===== config.mk =====
export PLATFORM = sky130hd
export DESIGN_NAME = ifbm_port
export DESIGN_NICKNAME = d
export VERILOG_FILES = /design/src/ifbm_pkg.sv /design/src/ifbm_beat_if.sv /design/src/ifbm_req_track.sv /design/src/ifbm_fill_buf.sv /design/src/ifbm_port.sv
export SDC_FILE = /design/constraint.sdc
export NUM_CORES = 1
export LEC_CHECK = 0
export BUFFER_PORTS_ARGS = -buffer_cell sky130_fd_sc_hd__buf_2
export CAP_MARGIN = 20
export CORE_ASPECT_RATIO = 0.9
export CORE_MARGIN = 2
export CORE_UTILIZATION = 56
export DETAILED_ROUTE_END_ITERATION = 10
export PLACE_DENSITY = 0.79
export SLEW_MARGIN = 0
export SYNTH_ARGS = -nofsm -noshare
export SYNTH_HDL_FRONTEND = slang
export SYNTH_SLANG_ARGS = --single-unit

===== constraint.sdc =====
create_clock -name clk_sys -period 4.3 [get_ports clk_sys]
set_input_delay 0.215 -clock clk_sys [delete_from_list [all_inputs] [get_ports clk_sys]]
set_output_delay 0.215 -clock clk_sys [all_outputs]
set_load 0.02 [all_outputs]

===== src/ifbm_pkg.sv =====
// Package: constants and types of the instruction fetch bus master port
package ifbm_pkg;

  localparam int IFBM_ADDR_W = 30;
  localparam int IFBM_LINE_WORDS = 8;
  localparam int IFBM_PAGE_LSB = 8;
  localparam logic [1:0] IFBM_SIZE_4W = 2'h1;
  localparam logic [1:0] IFBM_SIZE_8W = 2'h2;
  localparam logic [1:0] IFBM_PRIO_RST = 2'h3;
  localparam logic [1:0] IFBM_PEND_MAX = 2'h2;
  localparam int IFBM_THIRD_GAP_CYC = 2;

  typedef enum logic [0:0]
  {
    IFBM_ST_IDLE = 1'b0,
    IFBM_ST_REQ = 1'b1
  } ifbm_req_state_e;

  typedef struct packed
  {
    logic [27:0] line;
    logic eight;
    logic cacheable;
    logic touch;
    logic wide;
  } ifbm_ent_s;

  // Data transfers needed for a line, by line size and slave width
  function automatic logic [3:0] ifbm_beats(input logic eight,
                                            input logic wide);
    logic [3:0] n;
    n = eight ? 4'h8 : 4'h4;
    ifbm_beats = wide ? {1'b0, n[3:1]} : n;
  endfunction

endpackage


===== src/ifbm_beat_if.sv =====
// Interface: read data beats passed from the request tracker to the buffer
`timescale 1ns/10ps
`default_nettype none
interface ifbm_beat_if;
  import ifbm_pkg::*;
  logic start;
  logic beat;
  logic last;
  logic [2:0] slot;
  logic [63:0] data;
  ifbm_ent_s ent;

  modport trk
  (
    output start,
    output beat,
    output last,
    output slot,
    output data,
    output ent
  );
  modport fbuf
  (
    input start,
    input beat,
    input last,
    input slot,
    input data,
    input ent
  );
endinterface
`default_nettype wire


===== src/ifbm_req_track.sv =====
// Module: queue of acknowledged requests and count of their data beats
`timescale 1ns/10ps
`default_nettype none
module ifbm_req_track
(
  input wire logic clk_sys,
  input wire logic rst_n,
  input wire logic push,
  input wire ifbm_pkg::ifbm_ent_s push_ent,
  input wire logic rd_data_ack,
  input wire logic [2:0] rd_word_index,
  input wire logic [63:0] rd_data,
  output logic [1:0] pend_cnt,
  output logic done,
  ifbm_beat_if.trk bt
);
  import ifbm_pkg::*;

  ifbm_ent_s q_ff [2];
  ifbm_ent_s nxt_q [2];
  logic [1:0] cnt_ff;
  logic [1:0] nxt_cnt;
  logic [3:0] got_ff;
  logic [3:0] nxt_got;
  logic pop;

  // ---------------------------------------------------------------
  // Beat decode
  // ---------------------------------------------------------------
  always_comb
  begin
    bt.ent = q_ff[0];
    bt.data = rd_data;
    bt.slot = rd_word_index;
    bt.beat = rd_data_ack && (cnt_ff != 2'h0);
    bt.start = bt.beat && (got_ff == 4'h0);
    // Words of the head request all come before the next one
    pop = bt.beat && ((got_ff + 4'h1) ==
          ifbm_beats(q_ff[0].eight, q_ff[0].wide));
    bt.last = pop;
    done = pop;
    pend_cnt = cnt_ff;
  end

  always_comb
  begin
    nxt_q = q_ff;
    nxt_cnt = cnt_ff;
    nxt_got = pop ? 4'h0 : (bt.beat ? got_ff + 4'h1 : got_ff);
    if (pop)
    begin
      nxt_q[0] = q_ff[1];
      nxt_cnt = nxt_cnt - 2'h1;
    end
    if (push)
    begin
      nxt_q[nxt_cnt[0]] = push_ent;
      nxt_cnt = nxt_cnt + 2'h1;
    end
  end

  always_ff @(posedge clk_sys or negedge rst_n)
  begin
    if (!rst_n)
    begin
      q_ff[0] <= '0;
      q_ff[1] <= '0;
      cnt_ff <= 2'h0;
      got_ff <= 4'h0;
    end
    else
    begin
      q_ff <= nxt_q;
      cnt_ff <= nxt_cnt;
      got_ff <= nxt_got;
    end
  end
endmodule
`default_nettype wire


===== src/ifbm_fill_buf.sv =====
// Module: line fill buffer with lookup port and cache write-back
`timescale 1ns/10ps
`default_nettype none
module ifbm_fill_buf
(
  input wire logic clk_sys,
  input wire logic rst_n,
  ifbm_beat_if.fbuf bt,
  input wire logic fetch_no_allocate,
  input wire logic [29:0] lookup_addr,
  output logic lookup_hit_ff,
  output logic [31:0] lookup_word_ff,
  output logic cache_wr_ff,
  output logic [26:0] cache_wr_line_ff,
  output logic [255:0] cache_wr_data_ff
);
  import ifbm_pkg::*;

  logic [31:0] word_ff [IFBM_LINE_WORDS];
  logic [31:0] nxt_word [IFBM_LINE_WORDS];
  logic [7:0] vld_ff;
  logic [7:0] nxt_vld;
  ifbm_ent_s ent_ff;
  ifbm_ent_s nxt_ent;
  logic nxt_hit;
  logic [31:0] nxt_lword;
  logic nxt_cwr;
  logic [255:0] line_data;

  always_comb
  begin
    nxt_word = word_ff;
    nxt_vld = vld_ff;
    nxt_ent = ent_ff;
    // A new line claims the buffer and drops the old one
    if (bt.start)
    begin
      nxt_vld = 8'h00;
      nxt_ent = bt.ent;
    end
    // Data lands at the slot named by the slave
    if (bt.beat && bt.ent.wide)
    begin
      nxt_word[{bt.slot[2:1], 1'b0}] = bt.data[63:32];
      nxt_word[{bt.slot[2:1], 1'b1}] = bt.data[31:0];
      nxt_vld[{bt.slot[2:1], 1'b0}] = 1'b1;
      nxt_vld[{bt.slot[2:1], 1'b1}] = 1'b1;
    end
    else if (bt.beat)
    begin
      nxt_word[bt.slot] = bt.slot[0] ? bt.data[31:0] : bt.data[63:32];
      nxt_vld[bt.slot] = 1'b1;
    end
    // Lookups are answered from the buffer while it fills
    nxt_hit = vld_ff[lookup_addr[2:0]] && (ent_ff.eight ?
              ent_ff.line[27:1] == lookup_addr[29:3] :
              ent_ff.line == lookup_addr[29:2]);
    nxt_lword = word_ff[lookup_addr[2:0]];
    // Only a full cacheable line goes to the cache
    nxt_cwr = bt.last && bt.ent.cacheable &&
              (!fetch_no_allocate || bt.ent.touch);
    for (int i = 0; i < IFBM_LINE_WORDS; i++)
    begin
      line_data[255 - 32*i -: 32] = nxt_word[i];
    end
  end

  always_ff @(posedge clk_sys or negedge rst_n)
  begin
    if (!rst_n)
    begin
      for (int i = 0; i < IFBM_LINE_WORDS; i++)
      begin
        word_ff[i] <= 32'h0;
      end
      vld_ff <= 8'h00;
      ent_ff <= '0;
      lookup_hit_ff <= 1'b0;
      lookup_word_ff <= 32'h0;
      cache_wr_ff <= 1'b0;
      cache_wr_line_ff <= 27'h0;
      cache_wr_data_ff <= 256'h0;
    end
    else
    begin
      word_ff <= nxt_word;
      vld_ff <= nxt_vld;
      ent_ff <= nxt_ent;
      lookup_hit_ff <= nxt_hit;
      lookup_word_ff <= nxt_lword;
      cache_wr_ff <= nxt_cwr;
      cache_wr_line_ff <= nxt_cwr ? bt.ent.line[27:1] : cache_wr_line_ff;
      cache_wr_data_ff <= nxt_cwr ? line_data : cache_wr_data_ff;
    end
  end

  property p_cache_fill;
    @(posedge clk_sys) disable iff (!rst_n)
    bt.last && bt.ent.cacheable && !fetch_no_allocate |=> cache_wr_ff;
  endproperty
  a_cache_fill: assert property (p_cache_fill)
    else $error("full cacheable line not written to cache");
endmodule
`default_nettype wire


===== src/ifbm_port.sv =====
// Module: instruction fetch master port on the processor local bus
`timescale 1ns/10ps
`default_nettype none
module ifbm_port
(
  input wire logic clk_sys,
  input wire logic rst_n,
  input wire logic cpu_req_valid,
  input wire logic [29:0] cpu_req_addr,
  input wire logic cpu_req_cacheable,
  input wire logic cpu_req_user,
  input wire logic cpu_req_touch,
  input wire logic cpu_req_cancel,
  input wire logic noncache_req_size,
  input wire logic fetch_no_allocate,
  input wire logic [1:0] fetch_priority_bits,
  input wire logic pipe_en,
  input wire logic addr_ack,
  input wire logic slave_width,
  input wire logic rd_data_ack,
  input wire logic [2:0] rd_word_index,
  input wire logic [63:0] rd_data,
  input wire logic [29:0] lookup_addr,
  output logic fetch_req,
  output logic [29:0] fetch_addr,
  output logic [1:0] line_size,
  output logic cacheable_attr,
  output logic user_attr,
  output logic [1:0] req_priority,
  output logic fetch_abort,
  output logic cpu_req_taken,
  output logic cpu_req_dropped,
  output logic lookup_hit,
  output logic [31:0] lookup_word,
  output logic cache_wr,
  output logic [26:0] cache_wr_line,
  output logic [255:0] cache_wr_data
);
  import ifbm_pkg::*;

  // ---------------------------------------------------------------
  // Request state
  // ---------------------------------------------------------------
  ifbm_req_state_e st_ff;
  ifbm_req_state_e nxt_st;
  logic req_ff;
  logic nxt_req;
  logic abort_ff;
  logic nxt_abort;
  logic [29:0] addr_ff;
  logic [29:0] nxt_addr;
  logic [1:0] size_ff;
  logic [1:0] nxt_size;
  logic cache_ff;
  logic nxt_cache;
  logic user_ff;
  logic nxt_user;
  logic touch_ff;
  logic nxt_touch;
  logic [1:0] prio_ff;
  logic [1:0] nxt_prio;
  logic [1:0] prio_cfg_ff;
  logic taken_ff;
  logic nxt_taken;
  logic dropped_ff;
  logic nxt_dropped;
  logic [1:0] pend_cnt;
  logic trk_done;
  logic push;
  logic can_issue;
  logic same_page;
  logic [1:0] want_size;
  ifbm_ent_s push_ent;

  ifbm_beat_if bt ();

  // ---------------------------------------------------------------
  // Issue decision
  // ---------------------------------------------------------------
  always_comb
  begin
    want_size = (cpu_req_cacheable || noncache_req_size) ?
                IFBM_SIZE_8W : IFBM_SIZE_4W;
    same_page = addr_ff[29:IFBM_PAGE_LSB] ==
                cpu_req_addr[29:IFBM_PAGE_LSB];
    // A pipelined second request needs an eight-word line
    // in the same page as the one in flight
    can_issue = (pend_cnt == 2'h0) ||
                ((pend_cnt == 2'h1) && pipe_en && same_page &&
                 (size_ff == IFBM_SIZE_8W) &&
                 (want_size == IFBM_SIZE_8W));
    // Abort cycle's acknowledge does not start a transfer
    push = req_ff && addr_ack && !abort_ff;
    push_ent.line = addr_ff[29:2];
    push_ent.eight = size_ff == IFBM_SIZE_8W;
    push_ent.cacheable = cache_ff;
    push_ent.touch = touch_ff;
    push_ent.wide = slave_width;
  end

  always_comb
  begin
    nxt_st = st_ff;
    nxt_req = req_ff;
    nxt_abort = 1'b0;
    nxt_addr = addr_ff;
    nxt_size = size_ff;
    nxt_cache = cache_ff;
    nxt_user = user_ff;
    nxt_touch = touch_ff;
    nxt_prio = prio_ff;
    nxt_taken = 1'b0;
    nxt_dropped = 1'b0;
    case (st_ff)
      IFBM_ST_IDLE:
      begin
        // Request is always low here for at least one cycle
        if (cpu_req_valid && can_issue)
        begin
          nxt_st = IFBM_ST_REQ;
          nxt_req = 1'b1;
          nxt_addr = cpu_req_addr;
          nxt_size = want_size;
          nxt_cache = cpu_req_cacheable;
          nxt_user = cpu_req_user;
          nxt_touch = cpu_req_touch;
          nxt_prio = prio_cfg_ff;
        end
      end
      IFBM_ST_REQ:
      begin
        if (abort_ff)
        begin
          nxt_st = IFBM_ST_IDLE;
          nxt_req = 1'b0;
          nxt_dropped = 1'b1;
        end
        else if (addr_ack)
        begin
          nxt_st = IFBM_ST_IDLE;
          nxt_req = 1'b0;
          nxt_taken = 1'b1;
        end
        else if (cpu_req_cancel)
        begin
          nxt_abort = 1'b1;
        end
      end
      default:
      begin
        nxt_st = IFBM_ST_IDLE;
        nxt_req = 1'b0;
      end
    endcase
  end

  always_ff @(posedge clk_sys or negedge rst_n)
  begin
    if (!rst_n)
    begin
      st_ff <= IFBM_ST_IDLE;
      req_ff <= 1'b0;
      abort_ff <= 1'b0;
      addr_ff <= 30'h0;
      size_ff <= IFBM_SIZE_8W;
      cache_ff <= 1'b0;
      user_ff <= 1'b0;
      touch_ff <= 1'b0;
      prio_ff <= IFBM_PRIO_RST;
      prio_cfg_ff <= IFBM_PRIO_RST;
      taken_ff <= 1'b0;
      dropped_ff <= 1'b0;
    end
    else
    begin
      st_ff <= nxt_st;
      req_ff <= nxt_req;
      abort_ff <= nxt_abort;
      addr_ff <= nxt_addr;
      size_ff <= nxt_size;
      cache_ff <= nxt_cache;
      user_ff <= nxt_user;
      touch_ff <= nxt_touch;
      prio_ff <= nxt_prio;
      prio_cfg_ff <= fetch_priority_bits;
      taken_ff <= nxt_taken;
      dropped_ff <= nxt_dropped;
    end
  end

  // ---------------------------------------------------------------
  // Outstanding requests and fill buffer
  // ---------------------------------------------------------------
  ifbm_req_track u_trk
  (
    .clk_sys(clk_sys),
    .rst_n(rst_n),
    .push(push),
    .push_ent(push_ent),
    .rd_data_ack(rd_data_ack),
    .rd_word_index(rd_word_index),
    .rd_data(rd_data),
    .pend_cnt(pend_cnt),
    .done(trk_done),
    .bt(bt.trk)
  );

  ifbm_fill_buf u_fbuf
  (
    .clk_sys(clk_sys),
    .rst_n(rst_n),
    .bt(bt.fbuf),
    .fetch_no_allocate(fetch_no_allocate),
    .lookup_addr(lookup_addr),
    .lookup_hit_ff(lookup_hit),
    .lookup_word_ff(lookup_word),
    .cache_wr_ff(cache_wr),
    .cache_wr_line_ff(cache_wr_line),
    .cache_wr_data_ff(cache_wr_data)
  );

  assign fetch_req = req_ff;
  assign fetch_abort = abort_ff;
  assign fetch_addr = addr_ff;
  assign line_size = size_ff;
  assign cacheable_attr = cache_ff;
  assign user_attr = user_ff;
  assign req_priority = prio_ff;
  assign cpu_req_taken = taken_ff;
  assign cpu_req_dropped = dropped_ff;

  // ---------------------------------------------------------------
  // Checks
  // ---------------------------------------------------------------
  property p_req_drop;
    @(posedge clk_sys) disable iff (!rst_n)
    fetch_req && addr_ack |=> !fetch_req;
  endproperty
  a_req_drop: assert property (p_req_drop)
    else $error("request not dropped after acknowledge");

  property p_abort_drop;
    @(posedge clk_sys) disable iff (!rst_n)
    fetch_abort |-> fetch_req ##1 !fetch_req;
  endproperty
  a_abort_drop: assert property (p_abort_drop)
    else $error("abort without request or request not dropped");

  property p_hold_attr;
    @(posedge clk_sys) disable iff (!rst_n)
    fetch_req ##1 fetch_req |-> $stable(fetch_addr) &&
      $stable(line_size) && $stable(cacheable_attr) &&
      $stable(user_attr) && $stable(req_priority);
  endproperty
  a_hold_attr: assert property (p_hold_attr)
    else $error("request attributes changed while requesting");

  property p_size_cache;
    @(posedge clk_sys) disable iff (!rst_n)
    fetch_req && cacheable_attr |-> line_size == IFBM_SIZE_8W;
  endproperty
  a_size_cache: assert property (p_size_cache)
    else $error("cacheable fetch not eight words");

  property p_size_enc;
    @(posedge clk_sys) disable iff (!rst_n)
    $rose(fetch_req) |-> line_size ==
      ($past(noncache_req_size) || cacheable_attr ?
       IFBM_SIZE_8W : IFBM_SIZE_4W);
  endproperty
  a_size_enc: assert property (p_size_enc)
    else $error("line size encoding wrong");

  property p_two_max;
    @(posedge clk_sys) disable iff (!rst_n)
    $rose(fetch_req) |-> pend_cnt < IFBM_PEND_MAX;
  endproperty
  a_two_max: assert property (p_two_max)
    else $error("third request while two outstanding");

  property p_third_gap;
    @(posedge clk_sys) disable iff (!rst_n)
    trk_done && pend_cnt == IFBM_PEND_MAX |-> !fetch_req ##1 !fetch_req;
  endproperty
  a_third_gap: assert property (p_third_gap)
    else $error("third request too soon after completion");

  property p_prio;
    @(posedge clk_sys) disable iff (!rst_n)
    $rose(fetch_req) |-> req_priority == $past(prio_cfg_ff);
  endproperty
  a_prio: assert property (p_prio)
    else $error("priority not taken from configuration");
endmodule
`default_nettype wire


# Word level (Yosys, flattened, before mapping)
# Cells that the tools add are included.
# word_totals
register_bits,724
wordCells,165
# classes
n_addsub,3
order_cmp,16
eq_ne,9
mux,56
bitwise_logic,9
n_reduce_logical,32
# ops
op,n
$bwmux W256,3
$mux W256,2
$demux W32 S3,3
$mux W32,8
$bmux W32 S3,1
$bwmux W64,1
$mux W64,1
$demux W32 S1,1
$eq A28 B28 Y1,1
$eq A27 B27 Y1,1
$mux W8,3
$eq A22 B22 Y1,1
$logic_and A1 B1 Y1,21
$mux W1,20
$ge A4 B4 Y1 const B,4
$lt A3 B4 Y1 const B,4
$mux W4,4
$not A3 Y4,4
$or A8 B8 Y8,2
$lt A4 B1 Y1 const B,3
$ge A3 B1 Y1 const B,3
$or A8 B7 Y8,1
$mux W2,3
$add A4 B1 Y4 const B,1
other kinds (21),29

# Logic depth before layout (Yosys ltp)
# depth
word_depth,12
depth_mapped,14

# Hierarchy
# Synthesis repeated with hierarchy kept, for this count alone.
# hier_totals
cells_unflattened,2028
area_unflattened_um2,30890.9
# modules_own_cells
module,n_inst,cells_each,area_per_inst_um2,seq_area_each_um2
ifbm_fill_buf,1,1544,24604.8,15264.6
ifbm_req_track,1,323,4152.7,1751.7
ifbm_port,1,161,2133.3,1107.3

# Worst setup path after synthesis
# OpenSTA, ideal clock, no wires.
# synth_path
path_kind,flip-flop to flip-flop
startpoint,register u_trk.cnt_ff[0] (netlist: u_trk.pend_cnt[0])
endpoint,register with a tool-made name
t_arrival_ps,3207
required_time_ps,4175
path_slack_ps,968
path_stages_with_launch,15
path_buffers,6
period_less_slack_ps,3332
cell_sequence,dfrtp_1 inv_1 clkbuf_1 ha_1 nor2b_1 buf_2 and3_1 nand3_2 buf_2 buf_1 xnor2_1 ha_1 clkbuf_1 buf_1 mux2_2
# synth_rtl
item,line,text
start: declaration,ifbm_req_track.sv:21,logic [1:0] cnt_ff;
start signal: assignment,ifbm_req_track.sv:74,cnt_ff <= nxt_cnt;

==> qor.yml <==
avgViaCountPerCell: 5.85
wl_met2_um: 39200
ys_seq_area_share_pct: 60.3
synth-async-reset-ratio_pct: 100
whs_ns: 0.0530
synth.top_cell.area_share_pct: 59.9
power.density_nw_per_um2: 799
cts_tree: "built"
grt_pass1_wl_um: 123000
die_width_um: 248
r2r_start: "u_trk.got_ff[0]"
finalNonFillerCells: 3293
syn_to_final_growth_pct: 22.6
synth_edf_count: 0
ys.flop_type: "dfrtp_1"
syn-cell-area_um2: 30000
rows: 80
hp-class: "input pin to flop"
highest_layer: "met5"
slew_violations: 0
routedWlPerCell_um: 24.7
overflow: 0
start_util_pct: 56.6
worst-setup-path-type: "flop to flop"
synth_adder_area_share_pct: 0.291
critPathMaxFanout: 27
numPlacedInstances: 3052
regArea_um2: 18100
dpl.hpwl_um: 52800
p_leak_nw: 17.2
cts_buffers: 72
cts_resized: 0
setup_violations: 0
yosysUniqueCellTypes: 46
clk_pin_slew_ns: 0.06
yosys.area_share.simple_pct: 2.02
synth_top_area_cell: "dfrtp_1"
peakVddDrop_mv: 0.525
route.antenna.remaining_nets: 0
ys_seq_elements: 724
synthXorXnorAreaFrac_pct: 1.72
finalWirelength_um: 81200
dpl_worst_slack_ns: 0.953
layout.nets: 2684
multi_input_area_um2: 11300
startpoint_type: "flop"
status: "complete, no violations"
antenna_found_initial: 8
synthMuxAreaShare_pct: 30.4
post-route-drc-count: 0
cp-end-kind: "flop"
finalWorstSetupSlack_ns: 0.851
yosys_warnings: 0
core_area_um2: 53100
clk_latency_ns: 0.61
setup_tns_ns: 0
clockBufferDepth: 3
htree_levels: 3
grtUsageTotal_pct: 29.4
ios: 499
dr_wl_met3_um: 5650
die_area_um2: 55500
fin_skew_ns: 0.0274
post-cts-setup-buffer-count: 0
max_freq_ghz: 0.290
die_y_um: 224
nFillCells: 3477
period_share_pct: 80.2
drtIter0Drc: 1304
rsz0062_at_grt: "no"
cp.required_ns: 4.79
syn_avg_cell_area_um2: 15.6
drv_cap: 0
min_period_ns: 3.45
finalWeightedCongestion: 0.835
hold_viol: 0
startpoint: "u_trk.got_ff[0]"
synth_compound_area_share_pct: 2.94
grt_pass1_vias: 20600
tightestPinTransition_ns: 1.03
cts.sinks: 724
cts_root_buf: "clkbuf_16"
port_buffers: 498
drive_above_1_share_pct: 52.9
ys_top_cells_by_area: "dfrtp_1 60%, mux2_2 22%, mux4_2 4.9%"
dr.pass1.iters: 4
max-slew-margin-rel_pct: 31.4
worst-endpoint-arrival_ns: 3.94
grt_max_degree: 123
hp-start: "rd_data_ack"
m1WireLength_um: 33500
num_vias: 19300
synth_top_family_by_area: "multiplexers"
fin_util_pct: 69.5
synthCells: 1924
synth_nets: 2073
==> metrics by stage <==
step	area, um2	total power, mW
2_1_floorplan	30000	18.9
3_5_place_dp	33300	22.8
4_1_cts	36800	29.5
5_1_grt	36800	30.9
6_report	36900	29.5
3_3_place_gp	33300	22.3
==> registers in the layout, summed over array words and instances (netlist names), 2 cells and up, named ones only <==
| register | cells |
|---|---|
| u_fbuf.cache_wr_data_ff | 256 |
| u_fbuf.word_ff | 256 |
| u_fbuf.lookup_word_ff | 32 |
| u_trk.bt.ent | 32 |
| fetch_addr | 30 |
| u_fbuf.ent_ff | 29 |
| u_fbuf.cache_wr_line_ff | 27 |
| u_fbuf.vld_ff | 8 |
| u_trk.got_ff | 4 |
| line_size | 2 |
| prio_cfg_ff | 2 |
| req_priority | 2 |
| u_trk.pend_cnt | 2 |
==> metal layers <==
layer  global-route usage [%]  up-vias
met4                     10.8        2
met5                        0        -
met2                     47.1      720
met1                     39.1    10100
met3                     7.37      186
li1                         -     8216
==> kinds of logic after synthesis <==
family / Yosys count
adders and majority gates: 7
xor gates and xnor gates: 59
muxes: 737
and+or+nand+nor: 125
AOI/OAI and AO/OA: 146
buffers and inverters: 126
DFF: 724
==> layout by cell type, fill, tap and decap left out, types with 8 or more instances in the layout <==
cell type,synthesis,final
mux2_1,43,43
nand2_1,43,43
clkbuf_16,0,74
nor2_1,41,38
mux2_4,29,29
xnor2_1,26,26
buf_12,0,11
a22oi_1,30,30
dfrtp_1,719,719
mux4_2,66,66
mux2_2,595,595
o21ai_0,67,67
buf_4,28,38
clkinv_2,0,12
dlygate4sd3_1,0,105
xor2_1,33,33
nor4_1,9,9
inv_1,9,9
buf_2,31,495
o22ai_1,30,30
clkbuf_1,35,13
clkbuf_8,0,14
diode_2,0,8
==> what timing repair did <==
item / 4_1_cts / 5_1_grt
hold endpoints to repair: 395 / 0
hold buffers: 105 / 0
endpoints found under the setup margin: 0 / 0
==> critical path, stage by stage, from the launching register on <==
cell and delay (ns):
dfrtp_1 0.43, inv_1 0.10, ha_1 0.34, xnor2_1 0.23
and3_1 0.23, nand3_2 0.46, xnor2_1 0.33, ha_1 0.56
buf_12 0.27, mux2_2 0.35
==> cell type report <==
| cell class | count | area share [%] |
|---|---|---|
| clock buffers | 101 | 5.68 |
| multi-input cells | 1074 | 30.6 |
| inverters | 11 | 0.112 |
| diodes | 8 | 0.0543 |
| repair buffers | 652 | 11.1 |
| well taps | 697 | 2.37 |
| clock inverters | 26 | 0.910 |
| flip-flops and latches | 724 | 49.2 |
==> where the power goes <==
group	internal [mW]	switching, mW
Clock	3.83	2.64
Combinational	5.10	5.72
Sequential	10.0	2.13
Total	19.0	10.5
==> worst paths after layout <==
check / endpoint / slack (ns) / cells after the start
setup / recovery: flop / 0.85 / 9
hold / removal: u_trk.got_ff[2] / 0.05 / 4
setup reg to reg: flop / 0.85 / 9
hold reg to reg: u_fbuf.cache_wr_data_ff[66] / 0.48 / 1
max in group asynchronous: u_fbuf.word_ff[188] / 2.83 / 3
min in group asynchronous: u_fbuf.word_ff[41] / 0.26 / 2
==> cell usage after synthesis, types with 2 or more instances <==
master	n
a21o_1	7
a21oi_1	5
a22oi_1	30
a31oi_1	2
and3_1	2
buf_1	12
buf_2	31
buf_4	28
buf_6	9
clkbuf_1	35
dfrtp_1	719
dfstp_2	5
ha_1	7
inv_1	9
mux2_1	43
mux2_2	595
mux2_4	29
mux2i_1	4
mux4_2	66
nand2_1	43
nand3_1	4
nand3b_1	3
nand4_1	7
nor2_1	41
nor2b_1	2
nor3_1	4
nor3b_2	3
nor4_1	9
o21ai_0	67
o22ai_1	30
xnor2_1	26
xor2_1	33
Power figures use the tool's default switching activity.
